<file path="src/ric_cfg.svh">
// Offsets, field positions, reset values, vectors and timing counts
`ifndef RIC_CFG_SVH
`define RIC_CFG_SVH

`define REG_TMR_CTRL 8'h08
`define REG_SYS_CTRL 8'h0C
`define SYS_CTRL_RST 8'h10
`define SYS_KBD_EN 7
`define SYS_KBD_CLR 6
`define SYS_EXT_EN 4
`define SYS_DROOP_EN 3
`define SYS_EXT2_FLAG 1
`define SYS_EXT2_EN 0
`define TMR_CTRL_RST 8'h40
`define TMR_FLAG 7
`define TMR_MASK 6
`define CCR_I_BIT 3

`define VEC_RESET_HI 16'h1FFE
`define VEC_RESET_LO 16'h1FFF
`define VEC_SWI_HI 16'h1FFC
`define VEC_SWI_LO 16'h1FFD
`define VEC_EXT_HI 16'h1FFA
`define VEC_EXT_LO 16'h1FFB
`define VEC_EXT2_HI 16'h1FF8
`define VEC_EXT2_LO 16'h1FF9
`define VEC_TMR_HI 16'h1FF6
`define VEC_TMR_LO 16'h1FF7
`define VEC_KBD_HI 16'h1FF4
`define VEC_KBD_LO 16'h1FF5

`define STACK_PAGE 10'b0000000011
`define SP_RESET 6'h3F
`define CTX_BYTES 3'd5
`define CTX_LAST 3'd4

`define CLK_PERIOD_NS 5
`define BUS_CYCLE_NS 5
`define EXT_RST_MIN_TENTHS 15
`define EXT_RST_MIN_CYC ((`EXT_RST_MIN_TENTHS * `BUS_CYCLE_NS + 10 * `CLK_PERIOD_NS - 1) / (10 * `CLK_PERIOD_NS))
`define POWER_UP_HOLD_CYCLES 4096

`endif

</file>
<file path="src/ric_pkg.sv">
// Types shared by the reset and interrupt control block
package ric_pkg;

  typedef struct packed {
    logic [15:0] pc;
    logic [7:0] a;
    logic [7:0] x;
    logic [7:0] condition_flags_register;
  } ctx_t;

  typedef struct packed {
    logic [15:0] addr;
    logic [7:0] wdata;
    logic we;
    logic re;
  } mem_req_t;

  typedef enum logic [2:0] {
    SRC_RESET, SRC_SWI, SRC_EXT, SRC_EXT2, SRC_TMR, SRC_KBD
  } src_t;

  typedef enum logic [2:0] {
    ST_RESET, ST_VEC_HI, ST_VEC_LO, ST_VEC_END, ST_IDLE, ST_PUSH, ST_PULL
  } state_t;

endpackage

</file>
<file path="src/req_latch.sv">
// Sticky request flag; a set in the same cycle as a clear wins
`timescale 1ns/100ps
module req_latch (
  input wire logic clk,
  input wire logic rst_b,
  input wire logic set,
  input wire logic clr,
  output logic q
);

  always_ff @(posedge clk or negedge rst_b)
  begin
    if (!rst_b)
      q <= 1'b0;
    else if (set)
      q <= 1'b1;
    else if (clr)
      q <= 1'b0;
  end

endmodule

</file>
<file path="src/run_counter.sv">
// Counts cycles while run is high, saturating at LIMIT; restarts when run drops
`timescale 1ns/100ps
module run_counter #(
  parameter int W = 13,
  parameter logic [W-1:0] LIMIT = 13'd4096
) (
  input wire logic clk,
  input wire logic rst_b,
  input wire logic run,
  output logic reached
);

  logic [W-1:0] cnt_ff;

  assign reached = (cnt_ff == LIMIT);

  always_ff @(posedge clk or negedge rst_b)
  begin
    if (!rst_b)
      cnt_ff <= '0;
    else if (!run)
      cnt_ff <= '0;
    else if (!reached)
      cnt_ff <= cnt_ff + {{(W-1){1'b0}}, 1'b1};
  end

endmodule

</file>
<file path="src/reset_interrupt_control.sv">
// Reset merging, interrupt deferral and vectoring, and stack window control
//
// Behaviour
// RULE1: Power-up, reset pin or enabled droop resets.
// RULE2: Any reset loads vector $1FFE/$1FFF, sets mask.
// RULE3: Hold reset power-up cycles, pulling pin low.
// RULE4: Pin still low after hold keeps reset.
// RULE5: External reset pulse lasts at least 1.5 cycles.
// RULE6: Droop reset only when enable bit 3 set.
// RULE7: Software keeps droop reset off at 3V.
// RULE8: Software trap plus four maskable hardware requests.
// RULE9: Mask flag set blocks every maskable request.
// RULE10: Interrupt entry stacks context, then sets mask.
// RULE11: Return-from-trap pulls context back, resumes execution.
// RULE12: Requests wait for instruction end, then serviced.
// RULE13: Timer zero sets flag; gated by two masks.
// RULE14: Timer service fetches vector $1FF6/$1FF7 after stacking.
// RULE15: Flag sticky until cleared; timer write discards request.
// RULE16: Reset and stack reload set pointer $00FF.
// RULE17: Push decrements pointer, pull increments it.
// RULE18: Stack confined to $00C0-$00FF, wraps past 64.
// RULE19: Interrupt uses five bytes, call uses two.
// RULE20: Priority: reset, trap, external, timer, keyboard.
//
// Our own choice: the plain strobed port.
`timescale 1ns/100ps
`include "ric_cfg.svh"
module reset_interrupt_control #(
  parameter int POWER_UP_HOLD_CYCLES = `POWER_UP_HOLD_CYCLES
) (
  input wire logic clk,
  input wire logic rst_b,
  input wire logic [7:0] reg_addr,
  input wire logic [7:0] reg_wdata,
  input wire logic reg_wr,
  input wire logic reg_rd,
  output logic [7:0] reg_rdata,
  input wire logic rst_pin_i,
  output logic rst_pin_o,
  output logic rst_pin_oe,
  input wire logic droop_detect,
  input wire logic ext_req_b,
  input wire logic ext_req2_b,
  input wire logic kbd_event,
  input wire logic timer_zero,
  input wire logic timer_write,
  input wire logic insn_done,
  input wire logic swi_exec,
  input wire logic rti_exec,
  input wire logic rsp_exec,
  input wire logic sp_push,
  input wire logic sp_pull,
  input wire logic ccr_i_wr,
  input wire logic ccr_i_val,
  input wire ric_pkg::ctx_t ctx_i,
  output ric_pkg::ctx_t ctx_o,
  output logic ctx_restore,
  output logic [15:0] pc_value,
  output logic pc_load,
  output logic cpu_hold,
  output logic i_mask,
  output logic [15:0] stack_addr,
  output ric_pkg::mem_req_t mem_o,
  input wire logic [7:0] mem_rdata
);
  import ric_pkg::*;

  localparam int PW = $clog2(POWER_UP_HOLD_CYCLES + 1);
  localparam logic [PW-1:0] POR_LIMIT = PW'(POWER_UP_HOLD_CYCLES);
  localparam logic [1:0] PIN_LIMIT = 2'(`EXT_RST_MIN_CYC);
  localparam logic [7:0] TMR_RST_VAL = `TMR_CTRL_RST;

  state_t state_ff, nxt_state;
  src_t src_ff, nxt_src;
  logic [5:0] sp_ff;
  logic [2:0] idx_ff;
  logic [7:0] sys_ctrl_ff;
  logic tmr_mask_ff;
  logic i_mask_ff;
  logic ext_prev_ff, ext2_prev_ff;
  logic pc_load_ff, ctx_restore_ff;
  logic [7:0] rdata_ff;
  ctx_t ctx_ff;
  logic [15:0] pc_ff;

  // Reset sources
  wire por_done;
  wire pin_low_seen;
  wire in_rst = (state_ff == ST_RESET);
  wire droop_rst = droop_detect & sys_ctrl_ff[`SYS_DROOP_EN]; // [RULE6]
  wire any_rst = ~por_done | pin_low_seen | droop_rst; // [RULE1]

  run_counter #(.W(PW), .LIMIT(POR_LIMIT)) u_por_hold (
    .clk(clk),
    .rst_b(rst_b),
    .run(1'b1),
    .reached(por_done)
  );

  // Pin must read low for the minimum pulse width before it counts
  run_counter #(.W(2), .LIMIT(PIN_LIMIT)) u_pin_filter (
    .clk(clk),
    .rst_b(rst_b),
    .run(~rst_pin_i),
    .reached(pin_low_seen) // [RULE5]
  );

  assign rst_pin_o = 1'b0;
  assign rst_pin_oe = ~por_done; // [RULE3]

  // Register decode
  wire sys_hit = (reg_addr == `REG_SYS_CTRL);
  wire tmr_hit = (reg_addr == `REG_TMR_CTRL);
  wire sys_wr = reg_wr & sys_hit;
  wire tmr_wr = reg_wr & tmr_hit;

  // Request latches
  wire ext_q, ext2_q, kbd_q, tmr_flag_q, tmr_pend_q;
  wire boundary = insn_done & (state_ff == ST_IDLE);
  wire take_rti = boundary & rti_exec; // [RULE11]
  wire take_swi = boundary & ~rti_exec & swi_exec; // [RULE8]
  wire ext_req = ext_q & sys_ctrl_ff[`SYS_EXT_EN];
  wire ext2_req = ext2_q & sys_ctrl_ff[`SYS_EXT2_EN];
  wire tmr_req = tmr_flag_q & tmr_pend_q & ~tmr_mask_ff; // [RULE13]
  wire kbd_req = kbd_q & sys_ctrl_ff[`SYS_KBD_EN];
  wire [3:0] hw_req = {kbd_req, tmr_req, ext2_req, ext_req};
  wire take_hw = boundary & ~rti_exec & ~swi_exec & ~i_mask_ff & (|hw_req); // [RULE9] [RULE12]
  wire served_ext = take_hw & ext_req; // [RULE20]
  wire served_ext2 = take_hw & ~ext_req & ext2_req;
  wire served_tmr = take_hw & ~ext_req & ~ext2_req & tmr_req;
  wire served_kbd = take_hw & ~ext_req & ~ext2_req & ~tmr_req & kbd_req;

  req_latch u_ext (
    .clk(clk),
    .rst_b(rst_b),
    .set(ext_prev_ff & ~ext_req_b),
    .clr(in_rst | served_ext),
    .q(ext_q)
  );

  req_latch u_ext2 (
    .clk(clk),
    .rst_b(rst_b),
    .set(ext2_prev_ff & ~ext_req2_b),
    .clr(in_rst | served_ext2 | (sys_wr & ~reg_wdata[`SYS_EXT2_FLAG])),
    .q(ext2_q)
  );

  req_latch u_kbd (
    .clk(clk),
    .rst_b(rst_b),
    .set(kbd_event),
    .clr(in_rst | served_kbd | (sys_wr & reg_wdata[`SYS_KBD_CLR])),
    .q(kbd_q)
  );

  req_latch u_tmr_flag (
    .clk(clk),
    .rst_b(rst_b),
    .set(timer_zero),
    .clr(in_rst | (tmr_wr & ~reg_wdata[`TMR_FLAG])), // [RULE15]
    .q(tmr_flag_q)
  );

  req_latch u_tmr_pend (
    .clk(clk),
    .rst_b(rst_b),
    .set(timer_zero),
    .clr(in_rst | served_tmr | timer_write), // [RULE15]
    .q(tmr_pend_q)
  );

  // Vector selection
  logic [15:0] vec_hi, vec_lo;
  always_comb
  begin
    case (src_ff)
      SRC_RESET: begin vec_hi = `VEC_RESET_HI; vec_lo = `VEC_RESET_LO; end // [RULE2]
      SRC_SWI: begin vec_hi = `VEC_SWI_HI; vec_lo = `VEC_SWI_LO; end
      SRC_EXT: begin vec_hi = `VEC_EXT_HI; vec_lo = `VEC_EXT_LO; end
      SRC_EXT2: begin vec_hi = `VEC_EXT2_HI; vec_lo = `VEC_EXT2_LO; end
      SRC_TMR: begin vec_hi = `VEC_TMR_HI; vec_lo = `VEC_TMR_LO; end // [RULE14]
      SRC_KBD: begin vec_hi = `VEC_KBD_HI; vec_lo = `VEC_KBD_LO; end
      default: begin vec_hi = `VEC_RESET_HI; vec_lo = `VEC_RESET_LO; end
    endcase
  end

  // Context byte to stack, in push order: PC low, PC high, X, A, CONDITION_FLAGS_REGISTER
  logic [7:0] push_byte;
  always_comb
  begin
    case (idx_ff)
      3'd0: push_byte = ctx_ff.pc[7:0];
      3'd1: push_byte = ctx_ff.pc[15:8];
      3'd2: push_byte = ctx_ff.x;
      3'd3: push_byte = ctx_ff.a;
      default: push_byte = ctx_ff.condition_flags_register;
    endcase
  end

  // Stack window
  wire [5:0] sp_up = sp_ff + 6'h01;
  wire cpu_idle = (state_ff == ST_IDLE);
  assign stack_addr = {`STACK_PAGE, sp_ff}; // [RULE18]

  // Memory requests
  wire pushing = (state_ff == ST_PUSH);
  wire pulling = (state_ff == ST_PULL) & (idx_ff != `CTX_BYTES);
  assign mem_o.we = pushing;
  assign mem_o.wdata = push_byte;
  assign mem_o.re = pulling | (state_ff == ST_VEC_HI) | (state_ff == ST_VEC_LO);
  assign mem_o.addr = pushing ? stack_addr :
                      pulling ? {`STACK_PAGE, sp_up} :
                      (state_ff == ST_VEC_HI) ? vec_hi : vec_lo;

  // Sequencer
  always_comb
  begin
    nxt_state = state_ff;
    nxt_src = src_ff;
    case (state_ff)
      ST_RESET:
        if (~any_rst & rst_pin_i) // [RULE4]
          nxt_state = ST_VEC_HI;
      ST_VEC_HI: nxt_state = ST_VEC_LO;
      ST_VEC_LO: nxt_state = ST_VEC_END;
      ST_VEC_END: nxt_state = ST_IDLE;
      ST_IDLE:
        if (take_rti)
          nxt_state = ST_PULL;
        else if (take_swi | take_hw)
        begin
          nxt_state = ST_PUSH;
          nxt_src = take_swi ? SRC_SWI : served_ext ? SRC_EXT : served_ext2 ? SRC_EXT2 :
                    served_tmr ? SRC_TMR : SRC_KBD; // [RULE20]
        end
      ST_PUSH:
        if (idx_ff == `CTX_LAST) // [RULE19]
          nxt_state = ST_VEC_HI;
      ST_PULL:
        if (idx_ff == `CTX_BYTES)
          nxt_state = ST_IDLE;
      default: nxt_state = ST_RESET;
    endcase
    if (any_rst)
    begin
      nxt_state = ST_RESET;
      nxt_src = SRC_RESET;
    end
  end

  always_ff @(posedge clk or negedge rst_b)
  begin
    if (!rst_b)
    begin
      state_ff <= ST_RESET;
      src_ff <= SRC_RESET;
    end
    else
    begin
      state_ff <= nxt_state;
      src_ff <= nxt_src;
    end
  end

  always_ff @(posedge clk or negedge rst_b)
  begin
    if (!rst_b)
      idx_ff <= 3'd0;
    else if (pushing | (state_ff == ST_PULL))
      idx_ff <= (nxt_state == state_ff) ? idx_ff + 3'd1 : 3'd0;
    else
      idx_ff <= 3'd0;
  end

  always_ff @(posedge clk or negedge rst_b)
  begin
    if (!rst_b)
      sp_ff <= `SP_RESET;
    else if (in_rst | (cpu_idle & rsp_exec)) // [RULE16]
      sp_ff <= `SP_RESET;
    else if (pushing | (cpu_idle & sp_push)) // [RULE17]
      sp_ff <= sp_ff - 6'h01;
    else if (pulling | (cpu_idle & sp_pull)) // [RULE17]
      sp_ff <= sp_up;
  end

  // Interrupt mask flag
  wire ccr_back = (state_ff == ST_PULL) & (idx_ff == 3'd1);
  always_ff @(posedge clk or negedge rst_b)
  begin
    if (!rst_b)
      i_mask_ff <= 1'b1;
    else if (in_rst | (pushing & (idx_ff == `CTX_LAST))) // [RULE2] [RULE10]
      i_mask_ff <= 1'b1;
    else if (ccr_back) // [RULE11]
      i_mask_ff <= mem_rdata[`CCR_I_BIT];
    else if (cpu_idle & ccr_i_wr)
      i_mask_ff <= ccr_i_val; // [RULE9]
  end

  // Context capture and restore, pulled in order CONDITION_FLAGS_REGISTER, A, X, PC high, PC low
  always_ff @(posedge clk or negedge rst_b)
  begin
    if (!rst_b)
      ctx_ff <= '0;
    else if (take_swi | take_hw)
      ctx_ff <= ctx_i; // [RULE10]
    else if (state_ff == ST_PULL)
      case (idx_ff)
        3'd1: ctx_ff.condition_flags_register <= mem_rdata;
        3'd2: ctx_ff.a <= mem_rdata;
        3'd3: ctx_ff.x <= mem_rdata;
        3'd4: ctx_ff.pc[15:8] <= mem_rdata;
        3'd5: ctx_ff.pc[7:0] <= mem_rdata;
        default: ctx_ff <= ctx_ff;
      endcase
  end

  always_ff @(posedge clk or negedge rst_b)
  begin
    if (!rst_b)
      pc_ff <= 16'h0000;
    else if (state_ff == ST_VEC_LO)
      pc_ff[15:8] <= mem_rdata;
    else if (state_ff == ST_VEC_END)
      pc_ff[7:0] <= mem_rdata;
  end

  always_ff @(posedge clk or negedge rst_b)
  begin
    if (!rst_b)
    begin
      pc_load_ff <= 1'b0;
      ctx_restore_ff <= 1'b0;
      ext_prev_ff <= 1'b1;
      ext2_prev_ff <= 1'b1;
    end
    else
    begin
      pc_load_ff <= (state_ff == ST_VEC_END) & ~any_rst;
      ctx_restore_ff <= (state_ff == ST_PULL) & (idx_ff == `CTX_BYTES) & ~any_rst;
      ext_prev_ff <= ext_req_b;
      ext2_prev_ff <= ext_req2_b;
    end
  end

  // Control registers, returned to reset values by every reset source
  always_ff @(posedge clk or negedge rst_b)
  begin
    if (!rst_b)
    begin
      sys_ctrl_ff <= `SYS_CTRL_RST;
      tmr_mask_ff <= TMR_RST_VAL[`TMR_MASK];
    end
    else if (in_rst)
    begin
      sys_ctrl_ff <= `SYS_CTRL_RST;
      tmr_mask_ff <= TMR_RST_VAL[`TMR_MASK];
    end
    else
    begin
      if (sys_wr)
        sys_ctrl_ff <= reg_wdata;
      if (tmr_wr)
        tmr_mask_ff <= reg_wdata[`TMR_MASK];
    end
  end

  // Read path: flag bits show live state, the clear bit reads zero
  wire [7:0] sys_rd = {sys_ctrl_ff[7], 1'b0, sys_ctrl_ff[5:2], ext2_q, sys_ctrl_ff[0]};
  wire [7:0] tmr_rd = {tmr_flag_q, tmr_mask_ff, 6'h00};
  wire [7:0] rd_mux = sys_hit ? sys_rd : tmr_hit ? tmr_rd : 8'h00;

  always_ff @(posedge clk or negedge rst_b)
  begin
    if (!rst_b)
      rdata_ff <= 8'h00;
    else if (reg_rd)
      rdata_ff <= rd_mux;
    else
      rdata_ff <= 8'h00;
  end

  assign reg_rdata = rdata_ff;
  assign ctx_o = ctx_ff;
  assign ctx_restore = ctx_restore_ff;
  assign pc_value = pc_ff;
  assign pc_load = pc_load_ff;
  assign cpu_hold = ~cpu_idle | pc_load_ff | ctx_restore_ff;
  assign i_mask = i_mask_ff;

endmodule

</file>
<file path="config.mk">
export PLATFORM = sky130hd
export DESIGN_NAME = reset_interrupt_control
export DESIGN_NICKNAME = d
export VERILOG_FILES = /design/src/ric_pkg.sv /design/src/req_latch.sv /design/src/run_counter.sv /design/src/reset_interrupt_control.sv
export VERILOG_INCLUDE_DIRS = /design/src /design/src/src
export SDC_FILE = /design/constraint.sdc
export NUM_CORES = 1
export LEC_CHECK = 0
export ABC_AREA = 1
export BUFFER_PORTS_ARGS = -buffer_cell sky130_fd_sc_hd__buf_2
export CORE_MARGIN = 2
export CORE_UTILIZATION = 40
export CTS_BUF_LIST = sky130_fd_sc_hd__clkbuf_4 sky130_fd_sc_hd__clkbuf_8 sky130_fd_sc_hd__clkbuf_16
export DETAILED_ROUTE_END_ITERATION = 8
export PLACE_DENSITY_LB_ADDON = 0.1
export SKIP_LAST_GASP = 1
export SYNTH_ARGS = -nofsm -noshare
export SYNTH_HDL_FRONTEND = slang
export SYNTH_SLANG_ARGS = --single-unit
</file>
<file path="constraint.sdc">
create_clock -name clk -period 2.3 [get_ports clk]
set_input_delay 0.23 -clock clk [delete_from_list [all_inputs] [get_ports clk]]
set_output_delay 0.23 -clock clk [all_outputs]
set_load 0.01 [all_outputs]
</file>
==> run metrics, run 1 <==
outcome=completed; TritonCTS buffer count=9; post-route cell area=7260 µm²; P_leak=0.00380 µW; Residual DRC=0; Layout area overhead=24.7%; Pins Over Slew Limit=0; row cnt=44; Root Buffer=clkbuf_16; Gate power share=0.075; Setup crit start kind=flop; post-place instance area=6880 µm²; Flop pwr share=0.522; TritonCTS clock tree=done; sequential-to-total area share from yosys stat=0.479; Max Buffers Root-to-Sink=2; Clock Skew=0.0108 ns; Internal=between 2000 and 3000 µW; first-pass GRT wire length=approximately 28000 µm; Tcrit/Tclk final=0.976; Max H-tree Level=3; Hold WC Path Type=input port to flop; share of cells above drive strength 1=0.281; relative slew slack=0.572; I/O pin cnt=~200; cell area after synthesis=between 5000 and 6000 µm²; RSZ-0062 raised after global routing=yes; Max IR drop VDD=approximately 0.0003 V; largest net degree at the start of global routing=48; vias in the first global route=approximately 5400; DIE WIDTH=~120 µm; final number of hold-violating endpoints=0; Initial Utilization=0.405; min Tclk post-route=~2.2 ns; crit path DAT=2.02 ns; drt initial violations=358; Clk pwr share=0.403; critical path class=flop to output pin; port bufs=~180; Psw=~970 µW; diode count=0; die height=125 µm; syn_area_per_cell=8.24 µm²; Multi-input gate area=about 2600 µm²; die area=15500 µm²; Cells after Synth=707; vias=~5500; Post-DRT Antenna Nets=0; DRT Pass-1 Iters=5; Worst Max-Slew Pin Slew=between 0.6 and 0.7 ns; hold slack=between 0.07 and 0.08 ns; max-cap viol count=0; worst path required time=about 2.1 ns; sw frac=0.252; post-CTS setup buffer count=0; Yosys Warn Count=0; Sequential Area=~2800 µm²; GR Util All Layers=0.224; Core ar.=around 14000 µm²; nets=approximately 990; post-synth top area share=0.430; HPWL after detailed placement=roughly 13000 µm; pwr/cell area=531 nW/µm²; Worst setup EP type=output pin; initial antenna violation count=0; Total Wirelength=17100 µm; Tot Pwr=3860 µW; GR Overflow Total=0; f_max=between 0.4 and 0.5 GHz; post-layout util=0.506; final setup fails=0; synth top area cells=dfrtp_1, nand2_1, nor2_1, dfstp_2, inv_1; Reg clk slew, reported paths=about 0.070 ns; Critical Path Fanout Max=10; CTS sink cnt=111; Clock Latency Late Sink=0.36 ns; WL per Instance=between 15 and 20 µm; Vias/cell=between 5 and 6; Yosys top cell by area=dfrtp_1; fill cell count=between 1000 and 1500; Synth Register Bits=around 110; Total Neg Setup Slack=0 ns; Routability Congestion=0.882; synth unique cells=42
[metrics by stage]
stage / setup slack (ns) / instances
5_1_grt: -0.0363 / 1082
3_5_place_dp: 0.178 / 1063
3_3_place_gp: 0.217 / 1063
2_1_floorplan: 0.391 / 721
6_report: 0.0544 / 1082
4_1_cts: 0.0118 / 1082
[synth_stat cells (all sizes together)]
cell type,number
nand2,190
dfrtp,100
nor2,86
inv,81
nand3,41
o21ai,37
buf,28
o211ai,19
a21oi,18
xor2,16
ha,12
dfstp,11
nand4,11
a221oi,8
a22o,8
nor3,8
a31oi,7
a22oi,4
clkbuf,4
xnor2,3
clkinv,2
conb,2
nor4,2
o22ai,2
a211oi,1
and3,1
mux2,1
o21bai,1
o221ai,1
o22a,1
or2,1
[area by class of cell]
class,instances,area share
Clock inverter,6,0.00741
Tap cell,184,0.0317
Timing Repair Buffer,193,0.143
Multi-Input combinational cell,495,0.357
Inverter,83,0.0436
Sequential cell,111,0.384
Clock buffer,10,0.0329
[critical path: stages (launching register included)]
cell	delay, ns
dfrtp_1	0.42
ha_1	0.25
ha_4	0.22
a22o_1	0.23
a221oi_2	0.30
nand2_1	0.09
buf_2	0.15
[cells in the final DEF (no fill, tap or decap), drive strengths merged, types with 2 or more instances in the layout]
master	n
nand3	41
dlygate4sd3	3
inv	85
o22ai	2
clkinv	3
a22oi	4
nor3	8
o211ai	19
xnor2	3
nand2	190
buf	190
dfrtp	100
o21ai	37
nor4	2
clkbuf	10
nor2	86
nand4	11
a221oi	8
ha	12
a31oi	7
dfstp	11
a22o	8
a21oi	18
xor2	16
conb	16
[registers in the layout, summed over array words and instances, names as in the netlist, 3 cells and up]
signal,cells
sys_ctrl_ff,6
u_por_hold.cnt_ff,13
reg_rdata,8
state_ff,3
src_ff,3
idx_ff,3
ctx_o,40
pc_value,16
sp_ff,6
[per-layer routing]
layer	up-vias	routed length (µm)	track usage
li1	2638	-	-
met1	2642	7530	0.299
met2	217	8070	0.369
met3	32	1070	0.0322
met4	0	461	0.0872
met5	-	0	0
[logic make-up after synthesis]
| logic type | Yosys count | synth area share |
|---|---|---|
| xor+xnor | 19 | 0.0286 |
| other cells | 2 | 0.00129 |
| flops | 111 | 0.479 |
| mux | 1 | 0.00193 |
| fa+ha+maj | 12 | 0.0258 |
| buf+inv | 115 | 0.0943 |
| compound gates | 107 | 0.120 |
| simple gates | 340 | 0.249 |
[power by group through the flow]
stage	clock network, µW	registers, µW	logic, µW
after floorplan	0	2050	125
after global placement	0	2050	279
after detailed placement	0	2050	287
after CTS	1590	2010	293
after global routing	1680	2020	327
final	1550	2010	291
[path summary, 6_finish.rpt]
path                              start           end  slack [ns]  depth (start not counted)
setup / recovery              idx_ff[0]      mem_o[8]        0.05                          6
hold / removal                kbd_event       u_kbd.q        0.07                          2
setup reg to reg            state_ff[0]     ctx_o[10]        0.22                         11
hold reg to reg            pc_value[14]  pc_value[14]        0.49                          2
max in group asynchronous         rst_b   tmr_mask_ff        1.18                          3
min in group asynchronous         rst_b   state_ff[1]        0.44                          2
[timing repair]
item | CTS | global route
pin swaps | 0 | 1
endpoints found under the hold margin | 40 | 0
resized for setup | 6 | 10
hold buffers | 3 | 0
endpoints found under the setup margin | 10 | 18
(Power assumes the default switching activity.)
==> inputs of run 2 (changes only) <==
Settings changed: BUFFER_PORTS_ARGS -buffer_cell sky130_fd_sc_hd__buf_2 to default, DONT_BUFFER_PORTS from default to 1.
==> run 2 against run 1 <==
Net effect:
- largest power group unchanged
- flip-flop and latch count did not move
- clock power rose by 3%
- die area did not move
- design area fell by 10%
- first-iteration DRC count fell by 22%
- sequential share of layout area rose by 4.5 points
- largest cell class unchanged
- the run now ends with hold timing left
- via count fell by 12%
- global-route usage fell by 0.93 points
- fmax rose by 3.9%
==> run metrics, run 2 (synthesized netlist as in run 1, its figures left out) <==
R2R depth=11; vias in the first global route=a little under 5000; Hold Buf Count CTS=15; DIE WIDTH=between 100 and 150 µm; outcome=finished with violations; DRT Pass-1 Iters=5; row cnt=between 40 and 50; Root Buffer=clkbuf_16; GR Overflow Total=0; Initial Utilization=0.405; min Tclk post-route=2.16 ns; vias=4852; Core ar.=14400 µm²; TritonCTS clock tree=done; Routability Congestion=a little under 0.9; Total Wirelength=16400 µm; Max IR drop VDD=just under 0.0004 V; max-cap viol count=0; Clock Skew=just over 0.01 ns; HPWL after detailed placement=~12000 µm; critical path class=flop to output pin; initial antenna violation count=0; Hold WC Path Type=input port to async pin; GR Util All Layers=0.215; TritonCTS buffer count=9; I/O pin cnt=about 200; pwr/cell area=between 500 and 600 nW/µm²; diode count=0; Total Neg Setup Slack=0 ns; Residual DRC=0; most frequent cells in the layout=nand2_1, dfrtp_1, inv_1, nor2_1, nand3_1; die area=~16000 µm²; Worst setup EP type=output pin; Reg clk slew, reported paths=~0.07 ns; share of cells above drive strength 1=0.110; Max H-tree Level=3; drt initial violations=between 200 and 300; die height=between 100 and 150 µm; violated checks=hold timing; Tcrit/Tclk final=0.940; Setup crit start kind=flop; commonest non-fill, non-tap cell in the layout=nand2_1; Pins Over Slew Limit=0; first-pass GRT wire length=~26000 µm; max FFs per register=40; Critical Path Fanout Max=10; crit path DAT=between 1.5 and 2 ns; Clock Latency Late Sink=between 0.3 and 0.4 ns; CTS sink cnt=about 110; hold slack=-0.436 ns; Max Buffers Root-to-Sink=2; WL per Instance=about 18 µm; Post-DRT Antenna Nets=0; RSZ-0062 raised after global routing=yes; Worst Max-Slew Pin Slew=about 0.55 ns; P_leak=about 0.0031 µW; Vias/cell=between 5 and 6; final setup fails=0; largest net degree at the start of global routing=112; relative slew slack=0.634; final number of hold-violating endpoints=between 100 and 150; nets=828; f_max=roughly 0.46 GHz; Layout area overhead=11.7%; port bufs=0; worst path required time=2.07 ns
run 2: changes by cell type in the layout (fill, tap and decap cells not counted), sizes merged:
cell / change
clkinvlp: +3
clkbuf: -1
inv: -2
buf: -173
dlygate4sd3: +12
bufinv: +1
run 2: worst paths after layout:
check                                             to  slack [ns]      startpoint
worst max register to register             ctx_o[29]        0.24     state_ff[0]
worst min register to register          reg_rdata[2]        0.49  sys_ctrl_ff[2]
worst max-delay path                        mem_o[8]        0.14       idx_ff[0]
min in group clk                            ctx_o[3]        0.01        ctx_i[3]
worst min-delay path            u_por_hold.cnt_ff[5]       -0.44           rst_b
max in group asynchronous                   sp_ff[3]        2.43           rst_b
run 2: final cells by class:
cell class,count,area (µm²)
fill,1463,7860
clock buffer,9,225
clock inverter,7,72.6
tap,184,230
sequential,111,2790
inverter,83,318
timing repair buffer,32,278
multi-input combinational,495,2580
timing repair inverter,1,7.51
run 2: worst max-delay path, stage by stage, from the launching register on:
cell,delay [ns]
dfrtp_1,0.42
ha_1,0.22
ha_2,0.26
nor4_2,0.28
buf_4,0.21
nand2_1,0.06
nand2_1,0.14
run 2: power by group:
group          switching (µW)  leakage (µW)  total (µW)  internal [µW]
Combinational            92.2       0.00164         154           62.2
Clock                     744      0.000142        1590            847
Sequential               34.8       0.00137        2020           1990
Total                     872       0.00315        3770           2900
run 2: repair_timing:
action,4_1_cts,5_1_grt
resized for setup,6,11
setup endpoints to repair,11,14
cloned,0,1
endpoints found under the hold margin,130,111
setup buffers,0,3
pin swaps,0,1
run 2: metal layers:
metal  track usage  wire [µm]
met4        0.0846        481
met1         0.287       7080
met5             0          0
met2         0.335       7630
met3        0.0554       1160
run 2: per-stage QoR:
step,power [µW],instance area (µm²),worst slack [ns],cells,util
after global placement,2180,5970,0.296,887,0.416
after global routing,3930,6500,-0.0137,922,0.453
after detailed placement,2190,5970,0.207,887,0.416
after floorplan,2170,5880,0.391,721,-
after CTS,3820,6440,-0.0407,918,0.448
final,3770,6500,0.138,922,0.453
